$ cat src/hw/aux_diag_consts.vh
/*
  Constants for the auxiliary port diagnostic formatter: register map,
  field positions, reset values, modes, characters and timing.
  Assumes inclusion by bare name from the design file.
*/
// Behaviour
// - Counters kept; reading paused while accessed (here reading goes on during a counter access)
// - Diagnosis mode sends all codes, rejected too
// - Host result carries no diagnosis by default
// - Monitor copies host traffic, drops protocol bytes
// - Monitored lines prefixed O or I
// - Lost monitor data shown as dots
// - Manual aux input forwarded to host
// - Power-up self-test first, no results meanwhile
// - Self-test checks hardware, scanners, sends code
// - Code 15000 means passed, others error
// - Test on demand; reading resumes on command
// - Standard statistics per pulse passed on
// - Extended adds per-scanner detail records
// - Summarized mode passes single-line records
// - Accumulated modes report every 100th pulse
// - I/O change emits stamped status line
// - Line has 19 positions, dot or one
// - Serial trigger still needs encoder pulses
// - No encoder pulses, no field end
`ifndef AUX_DIAG_CONSTS_VH
`define AUX_DIAG_CONSTS_VH
`define A_MODE     8'h00
`define A_CTRL     8'h04
`define A_FIELD    8'h08
`define A_STATUS   8'h0c
`define A_PULSES   8'h10
`define A_CODES    8'h14
`define A_SCANEXP  8'h18
`define C_TEST     0
`define C_HOLD     1
`define C_SWTRIG   2
`define C_RESUME   3
`define C_HDIAG    4
`define M_DIAG     4'h0
`define M_MON      4'h1
`define M_MAN      4'h2
`define M_STD      4'h3
`define M_EXT      4'h4
`define M_SUM      4'h5
`define M_ACCSTD   4'h6
`define M_ACCSUM   4'h7
`define M_IOMON    4'h8
`define M_LAST     4'h8
`define FIELD_RST  16'h000a
`define SCAN_RST   4'h1
`define PASS_CODE  16'h3a98
`define ACC_PULSES 7'h64
`define IO_BITS    19
`define CH_O       8'h4f
`define CH_I       8'h49
`define CH_DOT     8'h2e
`define CH_ONE     8'h31
`define CH_ZERO    8'h30
`define CH_SP      8'h20
`define CH_CR      8'h0d
`define CH_LF      8'h0a
`define DOTS       3'h6
`define IO_LEN     5'h1f
`define TST_LEN    5'h07
`define MS_NS      1000000
`define CLK_NS     10
`define MS_CYC     (`MS_NS / `CLK_NS)
`endif

$ cat src/hw/aux_diag_port.v
/*
  Auxiliary port diagnostic formatter with APB register slave,
  self-test sequencer, reading field control and output modes.
  Assumes byte strobes from the host, code and statistics logic on
  ref_clk, and a UART on the auxiliary port with valid/ready.
*/
// Chosen here: the APB register port and the address map.
`timescale 1ns/10ps
`include "aux_diag_consts.vh"
module aux_diag_port #(
  parameter MS_CYC   = `MS_CYC,
  parameter TEST_CYC = 1000,
  parameter FDEPTH   = 16,
  parameter FAW      = 4
) (
  input  wire        ref_clk,
  input  wire        resetn,
  input  wire        psel,
  input  wire        penable,
  input  wire        pwrite,
  input  wire [7:0]  paddr,
  input  wire [31:0] pwdata,
  output reg  [31:0] prdata,
  output reg         pready,
  output reg         pslverr,
  input  wire        trigPin,
  input  wire        encPin,
  input  wire [18:0] ioPins,
  input  wire        hwFault,
  input  wire [3:0]  scanCount,
  input  wire        scanErr,
  input  wire        codeValid,
  input  wire [7:0]  codeData,
  input  wire        codeEnd,
  input  wire        statValid,
  input  wire [7:0]  statData,
  input  wire [1:0]  statKind,
  input  wire        statEnd,
  input  wire        errValid,
  input  wire [7:0]  errData,
  input  wire        hostTxValid,
  input  wire        hostRxValid,
  input  wire [7:0]  hostByte,
  input  wire        hostCtl,
  input  wire        hostEnd,
  input  wire        auxInValid,
  input  wire [7:0]  auxInData,
  output reg         auxValid,
  output reg  [7:0]  auxData,
  input  wire        auxReady,
  output reg         hostOutValid,
  output reg  [7:0]  hostOutData,
  output reg         hostOutEnd,
  output reg         readEnable,
  output reg         resultGo,
  output reg         paramLoad,
  output reg         hostDiag
);
  localparam TST = 2'd0, RD = 2'd1, HLD = 2'd2, OPD = 2'd3;

  function [7:0] hexCh;
    input [3:0] v;
    hexCh = (v < 4'ha) ? {4'h3, v} : (8'h37 + {4'h0, v});
  endfunction

  reg [1:0]  st_q;
  reg        boot_q;
  reg [3:0]  mode_q;
  reg [4:0]  ctrl_q;
  reg [15:0] field_q, encLeft_q, pulses_q, codes_q, tms_q, incs_q;
  reg [3:0]  scanExp_q;
  reg [1:0]  tErr_q;
  reg [31:0] tcnt_q, ms_q;
  reg [1:0]  trS_q, enS_q;
  reg        enD_q, trD_q, inFld_q, fldRun_q;
  reg [18:0] io1_q, io2_q, ioD_q;
  reg [6:0]  accCnt_q;
  reg        accOk_q, lineOn_q, lost_q;
  reg [2:0]  dots_q;
  reg [4:0]  seqIdx_q;
  reg        seqIo_q;
  reg [18:0] ioSnap_q;
  reg [15:0] tSnap_q, nSnap_q;
  reg [7:0]  p0_q, p1_q;
  reg [1:0]  pn_q;
  reg [7:0]  fmem [0:FDEPTH-1];
  reg [FAW:0] wp_q, rp_q;

  wire wrEn = psel & penable & pwrite;
  wire encRise = enS_q[1] & ~enD_q;
  wire trig = ctrl_q[`C_SWTRIG] ? ctrl_q[`C_SWTRIG] : trS_q[1];
  wire reading = (st_q == RD);
  wire full = (wp_q[FAW] != rp_q[FAW]) && (wp_q[FAW-1:0] == rp_q[FAW-1:0]);
  wire empty = (wp_q == rp_q);
  wire msTick = (ms_q == MS_CYC - 1);

  // Input synchronisers and edge history
  always @(posedge ref_clk or negedge resetn) begin
    if (!resetn) begin
      trS_q <= 2'b00;
      enS_q <= 2'b00;
      enD_q <= 1'b0;
      io1_q <= 19'h0;
      io2_q <= 19'h0;
      ioD_q <= 19'h0;
    end else begin
      trS_q <= {trS_q[0], trigPin};
      enS_q <= {enS_q[0], encPin};
      enD_q <= enS_q[1];
      io1_q <= ioPins;
      io2_q <= io1_q;
      ioD_q <= io2_q;
    end
  end

  // APB register writes, state machine and counters
  always @(posedge ref_clk or negedge resetn) begin
    if (!resetn) begin
      mode_q <= `M_DIAG;
      ctrl_q <= 5'h0;
      field_q <= `FIELD_RST;
      scanExp_q <= `SCAN_RST;
      st_q <= TST;
      boot_q <= 1'b1;
      tcnt_q <= 32'h0;
      tErr_q <= 2'd0;
      pulses_q <= 16'h0;
      codes_q <= 16'h0;
      paramLoad <= 1'b0;
    end else begin
      paramLoad <= 1'b0;
      ctrl_q[`C_TEST] <= 1'b0;
      ctrl_q[`C_RESUME] <= 1'b0;
      if (wrEn) begin
        if (paddr == `A_MODE) begin
          if (pwdata[3:0] <= `M_LAST)
            mode_q <= pwdata[3:0];
        end else if (paddr == `A_CTRL) begin
          ctrl_q <= pwdata[4:0];
        end else if (paddr == `A_FIELD) begin
          field_q <= pwdata[15:0];
        end else if (paddr == `A_SCANEXP) begin
          scanExp_q <= pwdata[3:0];
        end
      end
      // Counting wins over a same-cycle clear
      if (wrEn && paddr == `A_PULSES)
        pulses_q <= 16'h0;
      if (resultGo)
        pulses_q <= pulses_q + 16'h1;
      if (wrEn && paddr == `A_CODES)
        codes_q <= 16'h0;
      if (reading && codeValid && codeEnd)
        codes_q <= codes_q + 16'h1;
      case (st_q)
        TST: begin
          tcnt_q <= tcnt_q + 32'h1;
          if (tcnt_q == TEST_CYC - 1) begin
            tcnt_q <= 32'h0;
            tErr_q <= hwFault ? 2'd1 :
                      (scanCount != scanExp_q) ? 2'd2 :
                      scanErr ? 2'd3 : 2'd0;
            boot_q <= 1'b0;
            paramLoad <= boot_q;
            st_q <= boot_q ? RD : HLD;
          end
        end
        RD: begin
          if (ctrl_q[`C_TEST])
            st_q <= TST;
          else if (ctrl_q[`C_HOLD])
            st_q <= OPD;
        end
        HLD: begin
          if (ctrl_q[`C_RESUME])
            st_q <= RD;
          else if (ctrl_q[`C_TEST])
            st_q <= TST;
        end
        default: begin
          if (!ctrl_q[`C_HOLD])
            st_q <= RD;
        end
      endcase
    end
  end

  // APB read side, zero wait states
  always @(posedge ref_clk or negedge resetn) begin
    if (!resetn) begin
      prdata <= 32'h0;
      pready <= 1'b0;
      pslverr <= 1'b0;
    end else begin
      pready <= psel & ~penable;
      pslverr <= 1'b0;
      prdata <= 32'h0;
      if (psel && !penable) begin
        if (paddr == `A_MODE)
          prdata <= {28'h0, mode_q};
        else if (paddr == `A_CTRL)
          prdata <= {27'h0, ctrl_q};
        else if (paddr == `A_FIELD)
          prdata <= {16'h0, field_q};
        else if (paddr == `A_STATUS)
          prdata <= {`PASS_CODE + {14'h0, tErr_q}, 13'h0,
                     lost_q, st_q};
        else if (paddr == `A_PULSES)
          prdata <= {16'h0, pulses_q};
        else if (paddr == `A_CODES)
          prdata <= {16'h0, codes_q};
        else if (paddr == `A_SCANEXP)
          prdata <= {28'h0, scanExp_q};
        else
          pslverr <= 1'b1;
      end
    end
  end

  // Reading field: ends only after encoder travel past trigger off
  always @(posedge ref_clk or negedge resetn) begin
    if (!resetn) begin
      trD_q <= 1'b0;
      inFld_q <= 1'b0;
      fldRun_q <= 1'b0;
      encLeft_q <= 16'h0;
      resultGo <= 1'b0;
      readEnable <= 1'b0;
      hostDiag <= 1'b0;
      accCnt_q <= 7'h0;
      accOk_q <= 1'b0;
    end else begin
      readEnable <= reading;
      hostDiag <= ctrl_q[`C_HDIAG];
      resultGo <= 1'b0;
      trD_q <= trig;
      if (!reading) begin
        inFld_q <= 1'b0;
        fldRun_q <= 1'b0;
      end else if (trig && !trD_q) begin
        inFld_q <= 1'b1;
        fldRun_q <= 1'b0;
      end else if (inFld_q && !trig) begin
        inFld_q <= 1'b0;
        fldRun_q <= 1'b1;
        encLeft_q <= field_q;
      end else if (fldRun_q && encRise) begin
        encLeft_q <= encLeft_q - 16'h1;
        if (encLeft_q <= 16'h1) begin
          fldRun_q <= 1'b0;
          resultGo <= 1'b1;
        end
      end
      if (resultGo) begin
        if (accCnt_q == `ACC_PULSES - 7'h1) begin
          accCnt_q <= 7'h0;
          accOk_q <= 1'b1;
        end else begin
          accCnt_q <= accCnt_q + 7'h1;
        end
      end else if (statValid && statEnd) begin
        accOk_q <= 1'b0;
      end
    end
  end

  // Source selection: up to two bytes per event, by mode
  reg       ev;
  reg [1:0] evN;
  reg [7:0] e0, e1;
  reg       statPass;
  always @* begin
    ev = 1'b0;
    evN = 2'd1;
    e0 = 8'h0;
    e1 = 8'h0;
    statPass = 1'b0;
    case (mode_q)
      `M_STD:    statPass = (statKind == 2'd0);
      `M_EXT:    statPass = (statKind != 2'd2);
      `M_SUM:    statPass = (statKind == 2'd2);
      `M_ACCSTD: statPass = accOk_q && (statKind == 2'd0);
      `M_ACCSUM: statPass = accOk_q && (statKind == 2'd2);
      default:   statPass = 1'b0;
    endcase
    if (mode_q == `M_DIAG) begin
      if (reading && codeValid) begin
        ev = 1'b1;
        e0 = codeData;
        e1 = `CH_LF;
        evN = codeEnd ? 2'd2 : 2'd1;
      end
    end else if (mode_q == `M_MON) begin
      if ((hostTxValid || hostRxValid) && !hostCtl) begin
        ev = 1'b1;
        if (!lineOn_q) begin
          e0 = hostTxValid ? `CH_O : `CH_I;
          e1 = hostByte;
          evN = 2'd2;
        end else begin
          e0 = hostByte;
        end
      end else if ((hostTxValid || hostRxValid) && hostEnd) begin
        ev = 1'b1;
        e0 = `CH_CR;
        e1 = `CH_LF;
        evN = 2'd2;
      end
    end else if (statPass && statValid && reading) begin
      ev = 1'b1;
      e0 = statData;
    end else if (mode_q >= `M_STD && mode_q <= `M_ACCSUM && errValid) begin
      ev = 1'b1;
      e0 = errData;
    end
  end

  // Multi-byte messages: I/O status line and self-test code
  reg [7:0] sc;
  reg [4:0] k;
  always @* begin
    sc = `CH_SP;
    k = 5'h0;
    if (!seqIo_q) begin
      if (seqIdx_q == 5'd0)
        sc = `CH_ONE;
      else if (seqIdx_q == 5'd1)
        sc = 8'h35;
      else if (seqIdx_q == 5'd4)
        sc = `CH_ZERO + {6'h0, tErr_q};
      else if (seqIdx_q == 5'd5)
        sc = `CH_CR;
      else if (seqIdx_q == 5'd6)
        sc = `CH_LF;
      else
        sc = `CH_ZERO;
    end else if (seqIdx_q < 5'd4) begin
      sc = hexCh(tSnap_q[5'd15 - {seqIdx_q[1:0], 2'b00} -: 4]);
    end else if (seqIdx_q >= 5'd5 && seqIdx_q < 5'd9) begin
      k = seqIdx_q - 5'd5;
      sc = hexCh(nSnap_q[5'd15 - {k[1:0], 2'b00} -: 4]);
    end else if (seqIdx_q >= 5'd10 && seqIdx_q < 5'd29) begin
      k = seqIdx_q - 5'd10;
      sc = ioSnap_q[k] ? `CH_ONE : `CH_DOT;
    end else if (seqIdx_q == 5'd29) begin
      sc = `CH_CR;
    end else if (seqIdx_q == 5'd30) begin
      sc = `CH_LF;
    end
  end

  wire seqBusy = (seqIdx_q != 5'd0) || (st_q == TST && tcnt_q == TEST_CYC - 1);
  wire ioEv = (mode_q == `M_IOMON) && (io2_q != ioD_q);
  wire seqLd = !ev && pn_q == 2'd0;

  // Pending bytes, sequencers, drop and dot logic
  always @(posedge ref_clk or negedge resetn) begin
    if (!resetn) begin
      p0_q <= 8'h0;
      p1_q <= 8'h0;
      pn_q <= 2'd0;
      lineOn_q <= 1'b0;
      lost_q <= 1'b0;
      dots_q <= 3'h0;
      seqIdx_q <= 5'h0;
      seqIo_q <= 1'b0;
      ioSnap_q <= 19'h0;
      tSnap_q <= 16'h0;
      nSnap_q <= 16'h0;
      tms_q <= 16'h0;
      incs_q <= 16'h0;
      ms_q <= 32'h0;
      wp_q <= {(FAW+1){1'b0}};
    end else begin
      ms_q <= msTick ? 32'h0 : ms_q + 32'h1;
      if (msTick)
        tms_q <= tms_q + 16'h1;
      if (encRise)
        incs_q <= incs_q + 16'h1;
      if (ev && mode_q == `M_MON)
        lineOn_q <= (evN == 2'd1) || (e0 != `CH_CR);
      if (pn_q != 2'd0 && !full) begin
        fmem[wp_q[FAW-1:0]] <= p0_q;
        wp_q <= wp_q + 1'b1;
        p0_q <= p1_q;
        pn_q <= pn_q - 2'd1;
      end
      if (ev) begin
        if (pn_q != 2'd0) begin
          lost_q <= 1'b1;
        end else begin
          p0_q <= e0;
          p1_q <= e1;
          pn_q <= evN;
        end
      end else if (seqIdx_q == 5'd0 && ioEv) begin
        seqIo_q <= 1'b1;
        seqIdx_q <= 5'd1;
        ioSnap_q <= io2_q;
        tSnap_q <= tms_q;
        nSnap_q <= incs_q;
        p0_q <= hexCh(tms_q[15:12]);
        pn_q <= 2'd1;
      end else if (seqIdx_q == 5'd0 && seqBusy) begin
        seqIo_q <= 1'b0;
        seqIdx_q <= 5'd1;
        p0_q <= `CH_ONE;
        pn_q <= 2'd1;
      end else if (seqIdx_q != 5'd0 && seqLd) begin
        p0_q <= sc;
        pn_q <= 2'd1;
        if (seqIdx_q == (seqIo_q ? `IO_LEN : `TST_LEN) - 5'd1)
          seqIdx_q <= 5'd0;
        else
          seqIdx_q <= seqIdx_q + 5'd1;
      end else if (lost_q && seqLd && mode_q == `M_MON) begin
        p0_q <= `CH_DOT;
        pn_q <= 2'd1;
        if (dots_q == `DOTS - 3'h1) begin
          dots_q <= 3'h0;
          lost_q <= 1'b0;
        end else begin
          dots_q <= dots_q + 3'h1;
        end
      end
      if (ioEv && seqIdx_q != 5'd0)
        lost_q <= 1'b1;
    end
  end

  // Output stage to the aux UART
  always @(posedge ref_clk or negedge resetn) begin
    if (!resetn) begin
      auxValid <= 1'b0;
      auxData <= 8'h0;
      rp_q <= {(FAW+1){1'b0}};
    end else if (!auxValid || auxReady) begin
      auxValid <= !empty;
      auxData <= fmem[rp_q[FAW-1:0]];
      if (!empty)
        rp_q <= rp_q + 1'b1;
    end
  end

  // Manual entry: aux bytes forwarded to host, CR closes string
  always @(posedge ref_clk or negedge resetn) begin
    if (!resetn) begin
      hostOutValid <= 1'b0;
      hostOutData <= 8'h0;
      hostOutEnd <= 1'b0;
    end else begin
      hostOutValid <= reading && (mode_q == `M_MAN) && auxInValid;
      hostOutData <= auxInData;
      hostOutEnd <= reading && (mode_q == `M_MAN) && auxInValid &&
                    (auxInData == `CH_CR);
    end
  end
endmodule // aux_diag_port

$ cat config.mk
export PLATFORM = sky130hd
export DESIGN_NAME = aux_diag_port
export DESIGN_NICKNAME = d
export VERILOG_FILES = /design/src/hw/aux_diag_port.v
export VERILOG_INCLUDE_DIRS = /design/src /design/src/hw
export SDC_FILE = /design/constraint.sdc
export NUM_CORES = 1
export LEC_CHECK = 0
export ABC_AREA = 0
export BUFFER_PORTS_ARGS = -buffer_cell sky130_fd_sc_hd__buf_4
export CAP_MARGIN = 20
export CORE_ASPECT_RATIO = 1.5
export CORE_MARGIN = 5
export CORE_UTILIZATION = 35
export DETAILED_ROUTE_END_ITERATION = 16
export PLACE_DENSITY_LB_ADDON = 0.05
export SYNTH_ARGS = -nofsm -noshare
export SYNTH_HDL_FRONTEND = slang
export SYNTH_SLANG_ARGS = --single-unit
$ cat constraint.sdc
create_clock -name ref_clk -period 7.15 [get_ports ref_clk]
set_clock_uncertainty 0.15 [all_clocks]
set_input_delay 1.7875 -clock ref_clk [delete_from_list [all_inputs] [get_ports ref_clk]]
set_output_delay 1.7875 -clock ref_clk [all_outputs]
set_load 0.02 [all_outputs]
# == Word-level counts from Yosys, hierarchy flattened ==
# Memory sizes are Yosys's and may differ from the RTL's. A register that Yosys moved wholly into a read port is not among the register bits.
# Cells that the tools add are included.
# W data, S select, Z words.
# word_totals
ff_bits,390
ramBits,128
in_bits,125
out_inout_bits,57
elab_cells,371
mem_count,1
# op_classes
n_addsub,23
n_lt_le_gt_ge,13
n_eq_ne,49
n_shift,2
muxes,137
bitwise,16
n_reduce_logical,80
# mem_list
name,words,width,rd,rd_ports_with_merged_regs,wr,line,text
fmem,16,8,1,1,1,aux_diag_port.v:86,reg [7:0] fmem [0:FDEPTH-1];
# ops
operator,n
$mux W31,5
$mux W8,19
$mux W16,8
$add A16 B1 Y16 const B,4
$add A32 B1 Y32 const B,2
$mux W32,2
$mux W7,9
$mux W2,24
$mux W1,47
$shiftx A19 B6 Y4,2
$logic_and A1 B1 Y1,35
$eq A32 B10 Y1 const B,1
$eq A32 B17 Y1 const B,1
$mux W5,6
$mux W6,5
$mux W4,7
$eq A8 B4 Y1 const B,3
$eq A8 B5 Y1 const B,3
$add A6 B4 Y7 const A,3
$ne A19 B19 Y1,1
$eq A4 B3 Y1 const B,4
$le A16 B1 Y1 const B,1
$reduce_and A2 Y1,8
$sub A16 B1 Y16 const B,1
60 further kinds,119

# == Logic depth before layout (Yosys ltp) ==
# Gate-level depths: netlist of run 1.
# depth
ltp_word,18
mapped_depth,14
depth_no_buf,11

# == Worst setup path before layout of run 1 ==
# Ideal clock, no wire load.
# synth_path
path_kind,input to register
start,in paddr[0]
end,reg field_q[10]
setup_ns,0.125
arrival_time_ns,3.658
required_ns,6.875
slack_ns,3.217
cell_stages,6
path_buffers,1
path_cell_list,or4_1 > nor2_1 > nand3b_1 > nor3_2 > buf_4 > mux2_2
# synth_via
elab_chain_cells,3
# synth_rtl
item,line,text
start: declaration,aux_diag_port.v:21,"input wire [7:0] paddr,"
$eq A8 B3 Y1 (no line) / $logic_not A8 Y1 (equally long branches),-,
$not A1 Y1 (no line),-,
$reduce_and A4 Y1 (no line) *,-,
end signal: assignment,aux_diag_port.v:121,field_q <= `FIELD_RST;
end signal: assignment,aux_diag_port.v:141,field_q <= pwdata[15:0];
end: declaration,aux_diag_port.v:70,"reg [15:0] field_q, encLeft_q, pulses_q, codes_q, tms_q, incs_q;"
# Mark *: on every way between the ends. The rest lies on a longest branch, timed or not.
# A chain may end at the register's enable or synchronous reset.

# == Worst setup path after layout of run 1 ==
# layout_path
start,in statKind[0]
end,reg p0_q[2]
# layout_via
elab_chain_cells,17
# layout_rtl
item,line,text
start: declaration,aux_diag_port.v:37,"input wire [1:0] statKind,"
$eq A2 B2 Y1 / $logic_not A2 Y1 (equally long branches),-,
"$logic_and A1 B1 Y1, on equally long branches","aux_diag_port.v:283, aux_diag_port.v:282",
$pmux W1 S5 *,aux_diag_port.v:278,case (mode_q)
$logic_and A1 B1 Y1 * (2 in a row),aux_diag_port.v:309,end else if (statPass && statValid && reading) begin
$mux W1,aux_diag_port.v:309,
$mux W1,aux_diag_port.v:293,end else if (mode_q == `M_MON) begin
$mux W1,aux_diag_port.v:286,if (mode_q == `M_DIAG) begin
$logic_not A1 Y1,aux_diag_port.v:354,wire seqLd = !ev && pn_q == 2'd0;
$logic_and A1 B1 Y1,aux_diag_port.v:354,
$logic_and A1 B1 Y1,aux_diag_port.v:416,end else if (lost_q && seqLd && mode_q == `M_MON) begin
$logic_and A1 B1 Y1 (no line),-,
$mux W8,aux_diag_port.v:416,
$mux W8,aux_diag_port.v:409,end else if (seqIdx_q != 5'd0 && seqLd) begin
$mux W8,aux_diag_port.v:404,end else if (seqIdx_q == 5'd0 && seqBusy) begin
$mux W8,aux_diag_port.v:396,end else if (seqIdx_q == 5'd0 && ioEv) begin
$mux W8 *,aux_diag_port.v:388,if (ev) begin
end signal: assignment,aux_diag_port.v:402,p0_q <= hexCh(tms_q[15:12]);
end signal: assignment,aux_diag_port.v:407,p0_q <= `CH_ONE;
end signal: assignment,aux_diag_port.v:417,p0_q <= `CH_DOT;
end: declaration,aux_diag_port.v:84,"reg [7:0] p0_q, p1_q;"
# Marks and branches as above.

==> impl_metrics.ini, run 1 <==
[worst_hold_path]
hold_path.class = reg -> reg
worst_hold_path.num_cells = 0
worstHoldEndpoint = io2_q[14]
timing.hold.worst.start = io1_q[14]

[global_route]
gr-usage-all-layers_pct = 17.3
antenna_violations_before_repair = 9
globalRouteOverflowTotal = 0
grt_first_pass_wirelength_mm = 95.0
first_global_vias = 15572
grt_max_degree = 159

[detailed_routing]
routed_wire_length_per_instance_um = 21.1
routed_via_density = 5.10
wirelength_mm = 62.1
firstDrtPassIters = 5
1st_iter_drt_viols = 937
total_number_of_vias = 15038
detail-route-antenna-nets = 0
drc = 0

[synth]
gate_count_after_technology_mapping = 1878
synth_area_per_cell_um2 = 12.3
synthTopCellsByArea = sky130_fd_sc_hd__dfrtp_1 41%, sky130_fd_sc_hd__edfxtp_1 17%, sky130_fd_sc_hd__mux2_2 4.8%
syn-cell-area_um2 = 23000
synth_top_cell_by_area = sky130_fd_sc_hd__dfrtp_1
synth-main-ff-cell = sky130_fd_sc_hd__dfrtp_1
synth-seq-cells = 513
area_share_of_the_largest_cell_type_after_synthesis_pct = 41.4
yosys_warnings = 0
synth-edff-count = 128
synthArstFlopShare_pct = 75.0
ys_types = 96
synth-seq-area-share_pct = 58.5

[sta]
tightestPinTransition_ns = 1.04
max_freq_ghz = 0.245
slew-limit-headroom_pct = 30.3
rsz0062_at_grt = false
tns_ns = 0
setup_viol = 0
holdWs_ns = 0.192
hold_violations = 0
post-route-min-period_ns = 4.08
final_min_period_over_clock_period_pct = 57.1
report.final.slew_viol_count = 0

[cells_and_area]
final.fill_count = 6275
finish.net_count = 2177
layout_commonest_cell = sky130_fd_sc_hd__dfrtp_1
synthToLayoutAreaGrowth_pct = 16.4
post_route_cells_drive_above_1_share_pct = 21.9
layout_common_cells = 380 x sky130_fd_sc_hd__dfrtp_1, 174 x sky130_fd_sc_hd__buf_4, 141 x sky130_fd_sc_hd__nand2_1

[clocking]
clock_slew_at_reported_path_ffs_ns = 0.07
cts-root-buf = sky130_fd_sc_hd__clkbuf_16
cts_resized = 0
post_cts.repair.setup_buffers = 0
cts.htree.levels = 2
cts_max_path_buffers = 3
ctsHoldBuffers = 0
cts_tree = built
clk_latency_ns = 0.60
cts.sink_count = 513
cts_buffers = 53

[placement]
post-dp-hpwl_mm = 45.0
buffer_ports.inserted = 158
finalWeightedCongestion = 0.861

[pwr]
vdd.ir_drop.worst_mv = 0.305
leakage_power_nw = 11.3
cellPowerDensity_nw_per_um2 = 293

[die]
num_io_pins = 182
fp.dieH_um = 324
die_w_um = 219
overall_die_area_um2 = 71200
initial_utilization_pct = 35.2
core-area_um2 = 65500
row_count = 115

[setup_path]
critical_path_arrival_ns = 4.38
r2r-end = p0_q[2]
crit_buf_inv = 1
timing.reg2reg.setup_slack_ns = 3.24
worstRegToRegCells = 8
worst_path_cell_trace = buf_4, nand2b_1, mux2i_1, o41a_1, and2_4, nand3_1, a221oi_1, o211ai_1
setup.worst_path.start_class = primary input
critical-path-max-stage-delay_ns = 0.66
critical-path-top-delay-family = compound AO/OA/AOI/OAI gates
timing_worst_setup_path_type = in -> reg
r2r_start = seqIdx_q[1]
cp-end-kind = flop
req_time_crit_path_ns = 7.45
slowest_stage = sky130_fd_sc_hd__a221oi_1
path_max_fanout = 14

[status]
run_status = complete, no violations

[flow_run]
cap_viol_max_count = 0
[area by class of cell]
| type | count | area, um^2 | share of cell area (%) |
|---|---|---|---|
| Sequential cell | 513 | 13500 | 50.3 |
| Multi-Input combinational cell | 1235 | 8980 | 33.5 |
| Inverter | 45 | 169 | 0.630 |
| Clock inverter | 27 | 264 | 0.985 |
| Antenna cell | 4 | 10.0 | 0.0373 |
| Tap cell | 877 | 1100 | 4.09 |
| Timing Repair Buffer | 177 | 1350 | 5.02 |
| Clock buffer | 68 | 1460 | 5.43 |
[metrics by stage]
step / power [mW] / util [%] / area, um^2 / worst slack [ns] / instances
after floorplan: 4.59 / - / 23100 / 3.22 / 1884
after global placement: 5.14 / 38.3 / 25100 / 2.46 / 2846
after detailed placement: 5.16 / 38.3 / 25100 / 2.45 / 2847
after CTS: 8.00 / 40.9 / 26800 / 3.10 / 2942
after global routing: 8.25 / 40.9 / 26800 / 2.91 / 2942
final: 7.84 / 41.0 / 26800 / 3.07 / 2946
[sequential cells by signal (all words and copies together), names as in the netlist, 19 cells and up]
| signal | cells |
|---|---|
| ms_q | 32 |
| ioD_q | 19 |
| fmem | 128 |
| io1_q | 19 |
| ioSnap_q | 19 |
| io2_q | 19 |
| tcnt_q | 32 |
| prdata | 19 |
[how the worst max path moves through the flow]
stage | start | end | slack, ns | cells past startpoint
2_1_floorplan | paddr[0] | field_q[10] | 3.22 | 6
3_5_place_dp | paddr[0] | pulses_q[0] | 2.45 | 6
3_3_place_gp | paddr[0] | pulses_q[0] | 2.46 | 6
4_1_cts | statKind[0] | p0_q[2] | 3.10 | 8
6_report | statKind[0] | p0_q[2] | 3.07 | 8
5_1_grt | paddr[0] | pulses_q[8] | 2.91 | 7
[routing by layer]
layer	track usage [%]	wire, um	vias to the layer above
met5	0	67	-
met4	5.12	1830	10
met3	3.92	2790	98
met2	32.8	34400	261
met1	19.2	23000	7534
li1	-	-	7135
[synth_stat cells, types with 22 or more instances]
master,number
sky130_fd_sc_hd__buf_4,22
sky130_fd_sc_hd__nand2_1,141
sky130_fd_sc_hd__xnor2_1,83
sky130_fd_sc_hd__mux4_2,48
sky130_fd_sc_hd__nor2_1,135
sky130_fd_sc_hd__edfxtp_1,128
sky130_fd_sc_hd__nand4_1,35
sky130_fd_sc_hd__a21oi_1,81
sky130_fd_sc_hd__mux2_2,98
sky130_fd_sc_hd__o21ai_0,83
sky130_fd_sc_hd__dfrtp_1,381
sky130_fd_sc_hd__nor3_1,30
sky130_fd_sc_hd__ha_1,27
sky130_fd_sc_hd__inv_1,44
sky130_fd_sc_hd__and3_1,37
sky130_fd_sc_hd__nor4_1,27
sky130_fd_sc_hd__nand3_1,87
sky130_fd_sc_hd__xor2_1,59
sky130_fd_sc_hd__clkbuf_1,44
[report_power, final]
| group | total [mW] | switching (mW) | internal, mW |
|---|---|---|---|
| Combinational | 1.52 | 0.829 | 0.692 |
| Sequential | 3.54 | 0.279 | 3.26 |
| Clock | 2.78 | 1.17 | 1.61 |
| Total | 7.84 | 2.28 | 5.57 |
[cells by family after synthesis]
kind of cell	count (synthesis)	share of synthesized area, %
AOI/OAI and AO/OA	290	8.01
xor gates and xnor gates	142	5.40
adders and majority gates	27	1.47
buffers and inverters	136	2.73
DFF	513	58.5
muxes	166	10.4
other	1	0.0163
and+or+nand+nor	603	13.5
[worst reg2reg max path, delay by kind of cell (launching register included)]
kind	cells	cell delay, ns
xor gates and xnor gates	1	0.24
buffers and inverters	1	0.29
AOI/OAI and AO/OA	4	1.87
adders and majority gates	1	0.32
DFF	1	0.82
and+or+nand+nor	1	0.08
Note: power is estimated with default switching activity, not from simulation.
==> run 2: changes to the inputs <==
==> constraint.sdc (replaced) <==
create_clock -name ref_clk -period 3.75 [get_ports ref_clk]
set_clock_uncertainty 0.15 [all_clocks]
set_input_delay 0.9375 -clock ref_clk [delete_from_list [all_inputs] [get_ports ref_clk]]
set_output_delay 0.9375 -clock ref_clk [all_outputs]
set_load 0.02 [all_outputs]
==> run 2 against run 1 <==
Total power rose by 94%. Cell count rose by 1.7%. Non-clock buffer count rose by 46. Largest power group unchanged. Critical path depth rose by 3. Largest cell class unchanged. Die area did not move. Critical path type is now reg -> reg.
==> impl_metrics.ini, run 2 (synthesized netlist as in run 1, its figures left out) <==
[pwr]
vdd.ir_drop.worst_mv = 0.325
cellPowerDensity_nw_per_um2 = 559
leakage_power_nw = 11.6

[detailed_routing]
wirelength_mm = 62.2
routed_wire_length_per_instance_um = 20.7
total_number_of_vias = 15248
met2_wirelength_mm = 33.7
drc = 0
firstDrtPassIters = 7
wl_met1_mm = 23.6
met3RoutedLength_mm = 2.75
routed_via_density = 5.09
1st_iter_drt_viols = 899
maxUsedRoutingLayer = met5
detail-route-antenna-nets = 0

[status]
run_status = complete, no violations

[placement]
post-dp-hpwl_mm = 45.8
buffer_ports.inserted = 158
finalWeightedCongestion = 0.880

[global_route]
gr-usage-all-layers_pct = 17.5
antenna_violations_before_repair = 8
globalRouteOverflowTotal = 0
grt_max_degree = 146
first_global_vias = 16050
grt_first_pass_wirelength_mm = 96.5

[worst_hold_path]
hold_path.class = in -> async

[flow_run]
cap_viol_max_count = 0

[sta]
hold_violations = 0
slew-limit-headroom_pct = 38.7
max_freq_ghz = 0.316
rsz0062_at_grt = false
tns_ns = 0
holdWs_ns = 0.0379
final_min_period_over_clock_period_pct = 84.3
setup_viol = 0
report.final.slew_viol_count = 0
tightestPinTransition_ns = 0.908
post-route-min-period_ns = 3.16

[clocking]
clock_slew_at_reported_path_ffs_ns = 0.07
post_cts.repair.setup_buffers = 0
cts_tree = built
cts.htree.levels = 2
clk_latency_ns = 0.61
cts_resized = 0
cts-root-buf = sky130_fd_sc_hd__clkbuf_16
cts_buffers = 54
ctsHoldBuffers = 0
cts.sink_count = 513
cts_max_path_buffers = 3

[die]
initial_utilization_pct = 35.2
core-area_um2 = 65500
num_io_pins = 182
die_w_um = 219
overall_die_area_um2 = 71200
fp.dieH_um = 324
row_count = 115

[setup_path]
timing_worst_setup_path_type = reg -> reg
timing.reg2reg.setup_slack_ns = 0.59
r2r_start = seqIdx_q[0]
worstRegToRegCells = 11
setup.worst_path.start_class = flop
cp-end-kind = flop
path_max_fanout = 21
req_time_crit_path_ns = 4.07
r2r-end = p0_q[2]
critical_path_arrival_ns = 3.48

[cells_and_area]
multi_input_comb_area_um2 = 8960
finish.net_count = 2224
post_route_cells_drive_above_1_share_pct = 23.5
seq_area_um2 = 13500
largest_register_ff_count = 128
layout_commonest_cell = sky130_fd_sc_hd__dfrtp_1
final.fill_count = 6278
layout_common_cells = 380 x sky130_fd_sc_hd__dfrtp_1, 219 x sky130_fd_sc_hd__buf_4, 141 x sky130_fd_sc_hd__nand2_1
synthToLayoutAreaGrowth_pct = 18.3
## run 2: cell count changes in the layout (fill, tap and decap cells not counted), sizes merged
cell	previous run	this run
buf	177	223
bufinv	5	3
clkbuf	68	77
clkinv	21	13
clkinvlp	1	3
diode	4	3
inv	45	49
## run 2: area by class of cell
| type | count | area share [%] |
|---|---|---|
| Clock buffer | 77 | 5.87 |
| Multi-Input combinational cell | 1235 | 32.9 |
| Tap cell | 877 | 4.03 |
| Timing Repair Buffer | 223 | 6.31 |
| Antenna cell | 3 | 0.0276 |
| Inverter | 45 | 0.620 |
| Clock inverter | 23 | 0.776 |
| Sequential cell | 513 | 49.5 |
## run 2: critical path: stages, from the launching register on
cell and delay, ns:
sky130_fd_sc_hd__dfrtp_1 0.35, sky130_fd_sc_hd__buf_4 0.35, sky130_fd_sc_hd__buf_4 0.26, sky130_fd_sc_hd__mux4_2 0.57, sky130_fd_sc_hd__inv_1 0.10, sky130_fd_sc_hd__ha_1 0.17
sky130_fd_sc_hd__nand2_1 0.07, sky130_fd_sc_hd__a21oi_1 0.20, sky130_fd_sc_hd__a21oi_1 0.10, sky130_fd_sc_hd__a221oi_1 0.37, sky130_fd_sc_hd__buf_4 0.20, sky130_fd_sc_hd__o211ai_1 0.13
## run 2: where the power goes
group	switching, mW	internal, mW
clock network	2.29	3.18
logic	1.75	1.40
registers	0.383	6.22
total	4.43	10.8
## run 2: stage by stage
| stage | worst slack, ns | utilization [%] | cell area [um^2] | instances | total power [mW] |
|---|---|---|---|---|---|
| global route | 0.413 | 41.6 | 27200 | 2994 | 16.0 |
| CTS | 0.546 | 41.6 | 27200 | 2993 | 15.5 |
| detailed placement | 0.294 | 38.8 | 25400 | 2893 | 9.93 |
| floorplan | 0.668 | - | 23100 | 1884 | 8.75 |
| finish | 0.589 | 41.6 | 27200 | 2996 | 15.2 |
| global placement | 0.315 | 38.8 | 25400 | 2893 | 9.88 |
## run 2: layer usage
| metal | GRT usage (%) | vias to the layer above |
|---|---|---|
| met5 | 0 | - |
| met4 | 5.93 | 8 |
| met3 | 3.67 | 92 |
| met2 | 32.5 | 275 |
| met1 | 19.9 | 7656 |
| li1 | - | 7217 |
## run 2: worst max path at each step
stage	start	to	slack [ns]
2_1_floorplan	paddr[0]	field_q[10]	0.67
3_3_place_gp	hostRxValid	p0_q[2]	0.32
3_5_place_dp	hostRxValid	p0_q[2]	0.29
4_1_cts	seqIdx_q[1]	p0_q[2]	0.55
5_1_grt	seqIdx_q[1]	p0_q[2]	0.41
6_report	seqIdx_q[0]	p0_q[2]	0.59
==> run 3: changes to the inputs <==
--- a/config.mk
+++ b/config.mk
@@ -6,7 +6,7 @@
 export SDC_FILE = /design/constraint.sdc
 export NUM_CORES = 1
 export LEC_CHECK = 0
-export ABC_AREA = 0
+export ABC_AREA = 1
 export BUFFER_PORTS_ARGS = -buffer_cell sky130_fd_sc_hd__buf_4
 export CAP_MARGIN = 20
 export CORE_ASPECT_RATIO = 1.5
==> constraint.sdc (replaced) <==
create_clock -name ref_clk -period 2.7 [get_ports ref_clk]
set_clock_uncertainty 0.15 [all_clocks]
set_input_delay 0.675 -clock ref_clk [delete_from_list [all_inputs] [get_ports ref_clk]]
set_output_delay 0.675 -clock ref_clk [all_outputs]
set_load 0.02 [all_outputs]
==> run 3 against run 2 <==
Non-clock buffer count increased by 52. Critical path depth down 5. Utilization is 0.91 points higher. First-iteration DRC count fell by 5.9%. Global-route usage about the same. Largest power group unchanged.
==> impl_metrics.ini, run 3 <==
[detailed_routing]
total_number_of_vias = 18115
drc = 0
wirelength_mm = 64.9
routed_wire_length_per_instance_um = 17.2
detail-route-antenna-nets = 0
firstDrtPassIters = 5
1st_iter_drt_viols = 846
routed_via_density = 4.79

[cells_and_area]
synthToLayoutAreaGrowth_pct = 20.5
antenna-diode-count = 0
post_route_cells_drive_above_1_share_pct = 15.4
utilization_pct = 42.5
largest_register_ff_count = 128
final_cell_area_um2 = 28900
finish.net_count = 2998
layout_common_cells = 511 x sky130_fd_sc_hd__nand2_1, 381 x sky130_fd_sc_hd__dfrtp_1, 309 x sky130_fd_sc_hd__inv_1
layoutNonFillerInstCount = 3781
layout_commonest_cell = sky130_fd_sc_hd__nand2_1

[die]
row_count = 117
die_w_um = 224
fp.dieH_um = 330
overall_die_area_um2 = 73900
core-area_um2 = 67900
num_io_pins = 182
initial_utilization_pct = 35.3

[clocking]
cts_max_path_buffers = 3
cts.htree.levels = 2
cts.sink_count = 513
cts_buffers = 53
cts-root-buf = sky130_fd_sc_hd__clkbuf_16
clk_latency_ns = 0.62
clock_slew_at_reported_path_ffs_ns = 0.06
cts_tree = built

[synth]
synth_area_per_cell_um2 = 9.26
synth-seq-area-share_pct = 56.3
synth_commonest_cells = 512 x sky130_fd_sc_hd__nand2_1, 381 x sky130_fd_sc_hd__dfrtp_1, 311 x sky130_fd_sc_hd__inv_1, 259 x sky130_fd_sc_hd__nor2_1, 207 x sky130_fd_sc_hd__o21ai_0
synth-seq-cells = 513
synthArstFlopShare_pct = 75.0
synth-edff-count = 128
syn-cell-area_um2 = 24000
synth_top_cell_by_area = sky130_fd_sc_hd__dfrtp_1
yosys_warnings = 0
ys_types = 67
synthTopCellsByArea = sky130_fd_sc_hd__dfrtp_1 40%, sky130_fd_sc_hd__edfxtp_1 16%, sky130_fd_sc_hd__nand2_1 8.0%
area_share_of_the_largest_cell_type_after_synthesis_pct = 39.8
gate_count_after_technology_mapping = 2589
synthMostInstantiatedCell = sky130_fd_sc_hd__nand2_1
synth-main-ff-cell = sky130_fd_sc_hd__dfrtp_1

[global_route]
grt_max_degree = 138
first_global_vias = 18660
antenna_violations_before_repair = 0
gr-usage-all-layers_pct = 17.5
globalRouteOverflowTotal = 0
grt_first_pass_wirelength_mm = 103

[placement]
placed_area_um2 = 26600
post-dp-hpwl_mm = 47.9
placedCellCount = 3652
preCtsSetupSlack_ns = 0.0423
buffer_ports.inserted = 158
finalWeightedCongestion = 0.824

[sta]
final_min_period_over_clock_period_pct = 92.6
post-route-min-period_ns = 2.50
slew-limit-headroom_pct = 38.8
tns_ns = 0
report.final.slew_viol_count = 0
max_freq_ghz = 0.400
holdWs_ns = 0.113
setup_viol = 0
timing.final.ws_setup_ns = 0.199
rsz0062_at_grt = false
hold_violations = 0
tightestPinTransition_ns = 0.918

[flow_run]
cap_viol_max_count = 0

[setup_path]
req_time_crit_path_ns = 2.78
setup.worst_path.start_class = primary input
critical_path_arrival_ns = 2.58
slowest_stage = sky130_fd_sc_hd__nor2_1
critical-path-max-stage-delay_ns = 0.71
worst_path_cell_trace = dlygate4sd3_1, buf_8, inv_1, nor2_1, nand2_1, nor2_1
most_frequent_cp_cell = sky130_fd_sc_hd__nor2_1
path_max_fanout = 8
cp-end-kind = flop
timing_worst_setup_path_type = in -> reg

[pwr]
leakage_power_nw = 13.2
cellPowerDensity_nw_per_um2 = 807
cell_internal_pwr_mw = 15.8
sw_frac_of_total_pct = 32.1
combinational_share_of_power_pct = 25.4
power.switching_mw = 7.48
power.sequential.fraction_pct = 39.6
vdd.ir_drop.worst_mv = 0.436
clockPowerShare_pct = 35.0
power_mw = 23.3

[status]
run_status = complete, no violations

[worst_hold_path]
hold_path.class = in -> reg
[run 3: logic make-up (layout without fill, tap and decap cells)]
| family | Yosys count | count (layout) | synth area share [%] |
|---|---|---|---|
| multiplexers | 12 | 12 | 0.527 |
| AO/OA/AOI/OAI | 447 | 447 | 10.7 |
| flip-flops | 513 | 513 | 56.3 |
| adder cells (fa/ha/maj) | 27 | 27 | 1.41 |
| AND/OR/NAND/NOR | 1061 | 1061 | 19.9 |
| buffers and inverters | 413 | 707 | 7.01 |
| other | 1 | 7 | 0.0156 |
| XOR/XNOR | 115 | 115 | 4.20 |
[run 3: final cells by class]
| cell class | instances | area, um^2 |
|---|---|---|
| flip-flops and latches | 513 | 13500 |
| repair buffers | 275 | 2230 |
| clock inverters | 31 | 485 |
| inverters | 334 | 1250 |
| clock buffers | 67 | 1450 |
| well taps | 892 | 1120 |
| multi-input cells | 1669 | 8860 |
| fillers | 6725 | 39000 |
[run 3: worst paths after layout]
kind                             startpoint         end  slack, ns  cells past startpoint
max in group asynchronous            resetn  codes_q[8]       0.33                      5
worst max-delay path                 resetn  fmem[8][4]       0.20                      6
worst max register to register  seqIdx_q[0]     p0_q[1]       0.20                     17
min in group asynchronous            resetn    io2_q[0]       0.49                      3
worst min-delay path              statValid     accOk_q       0.11                      2
worst min register to register     io1_q[3]    io2_q[3]       0.20                      0
[run 3: repair_timing]
item                                    4_1_cts  5_1_grt
endpoints found under the hold margin        38        0
hold buffers                                 30        0
buffers inserted                              0        1
resized for setup                             0       15
endpoints found under the setup margin        0       14
[run 3: critical path, delay by kind of cell]
family	cells	cell delay (ns)
buffers and inverters	3	0.80
AND/OR/NAND/NOR	3	1.08
[run 3: metal layers]
layer	global-route usage (%)	vias up	part of all wire, %
met5	0	-	0
met4	7.10	0	4.2
met3	2.46	109	3.1
met2	33.2	260	54
met1	19.6	8675	39
li1	-	9071	-
[run 3: power by group through the flow]
stage / clock, mW / sequential [mW] / combinational (mW)
final: 8.16 / 9.23 / 5.92
after global placement: 0 / 9.37 / 5.82
after global routing: 8.71 / 9.29 / 6.64
after floorplan: 0 / 9.38 / 3.50
after detailed placement: 0 / 9.39 / 5.86
after CTS: 8.42 / 9.24 / 5.92
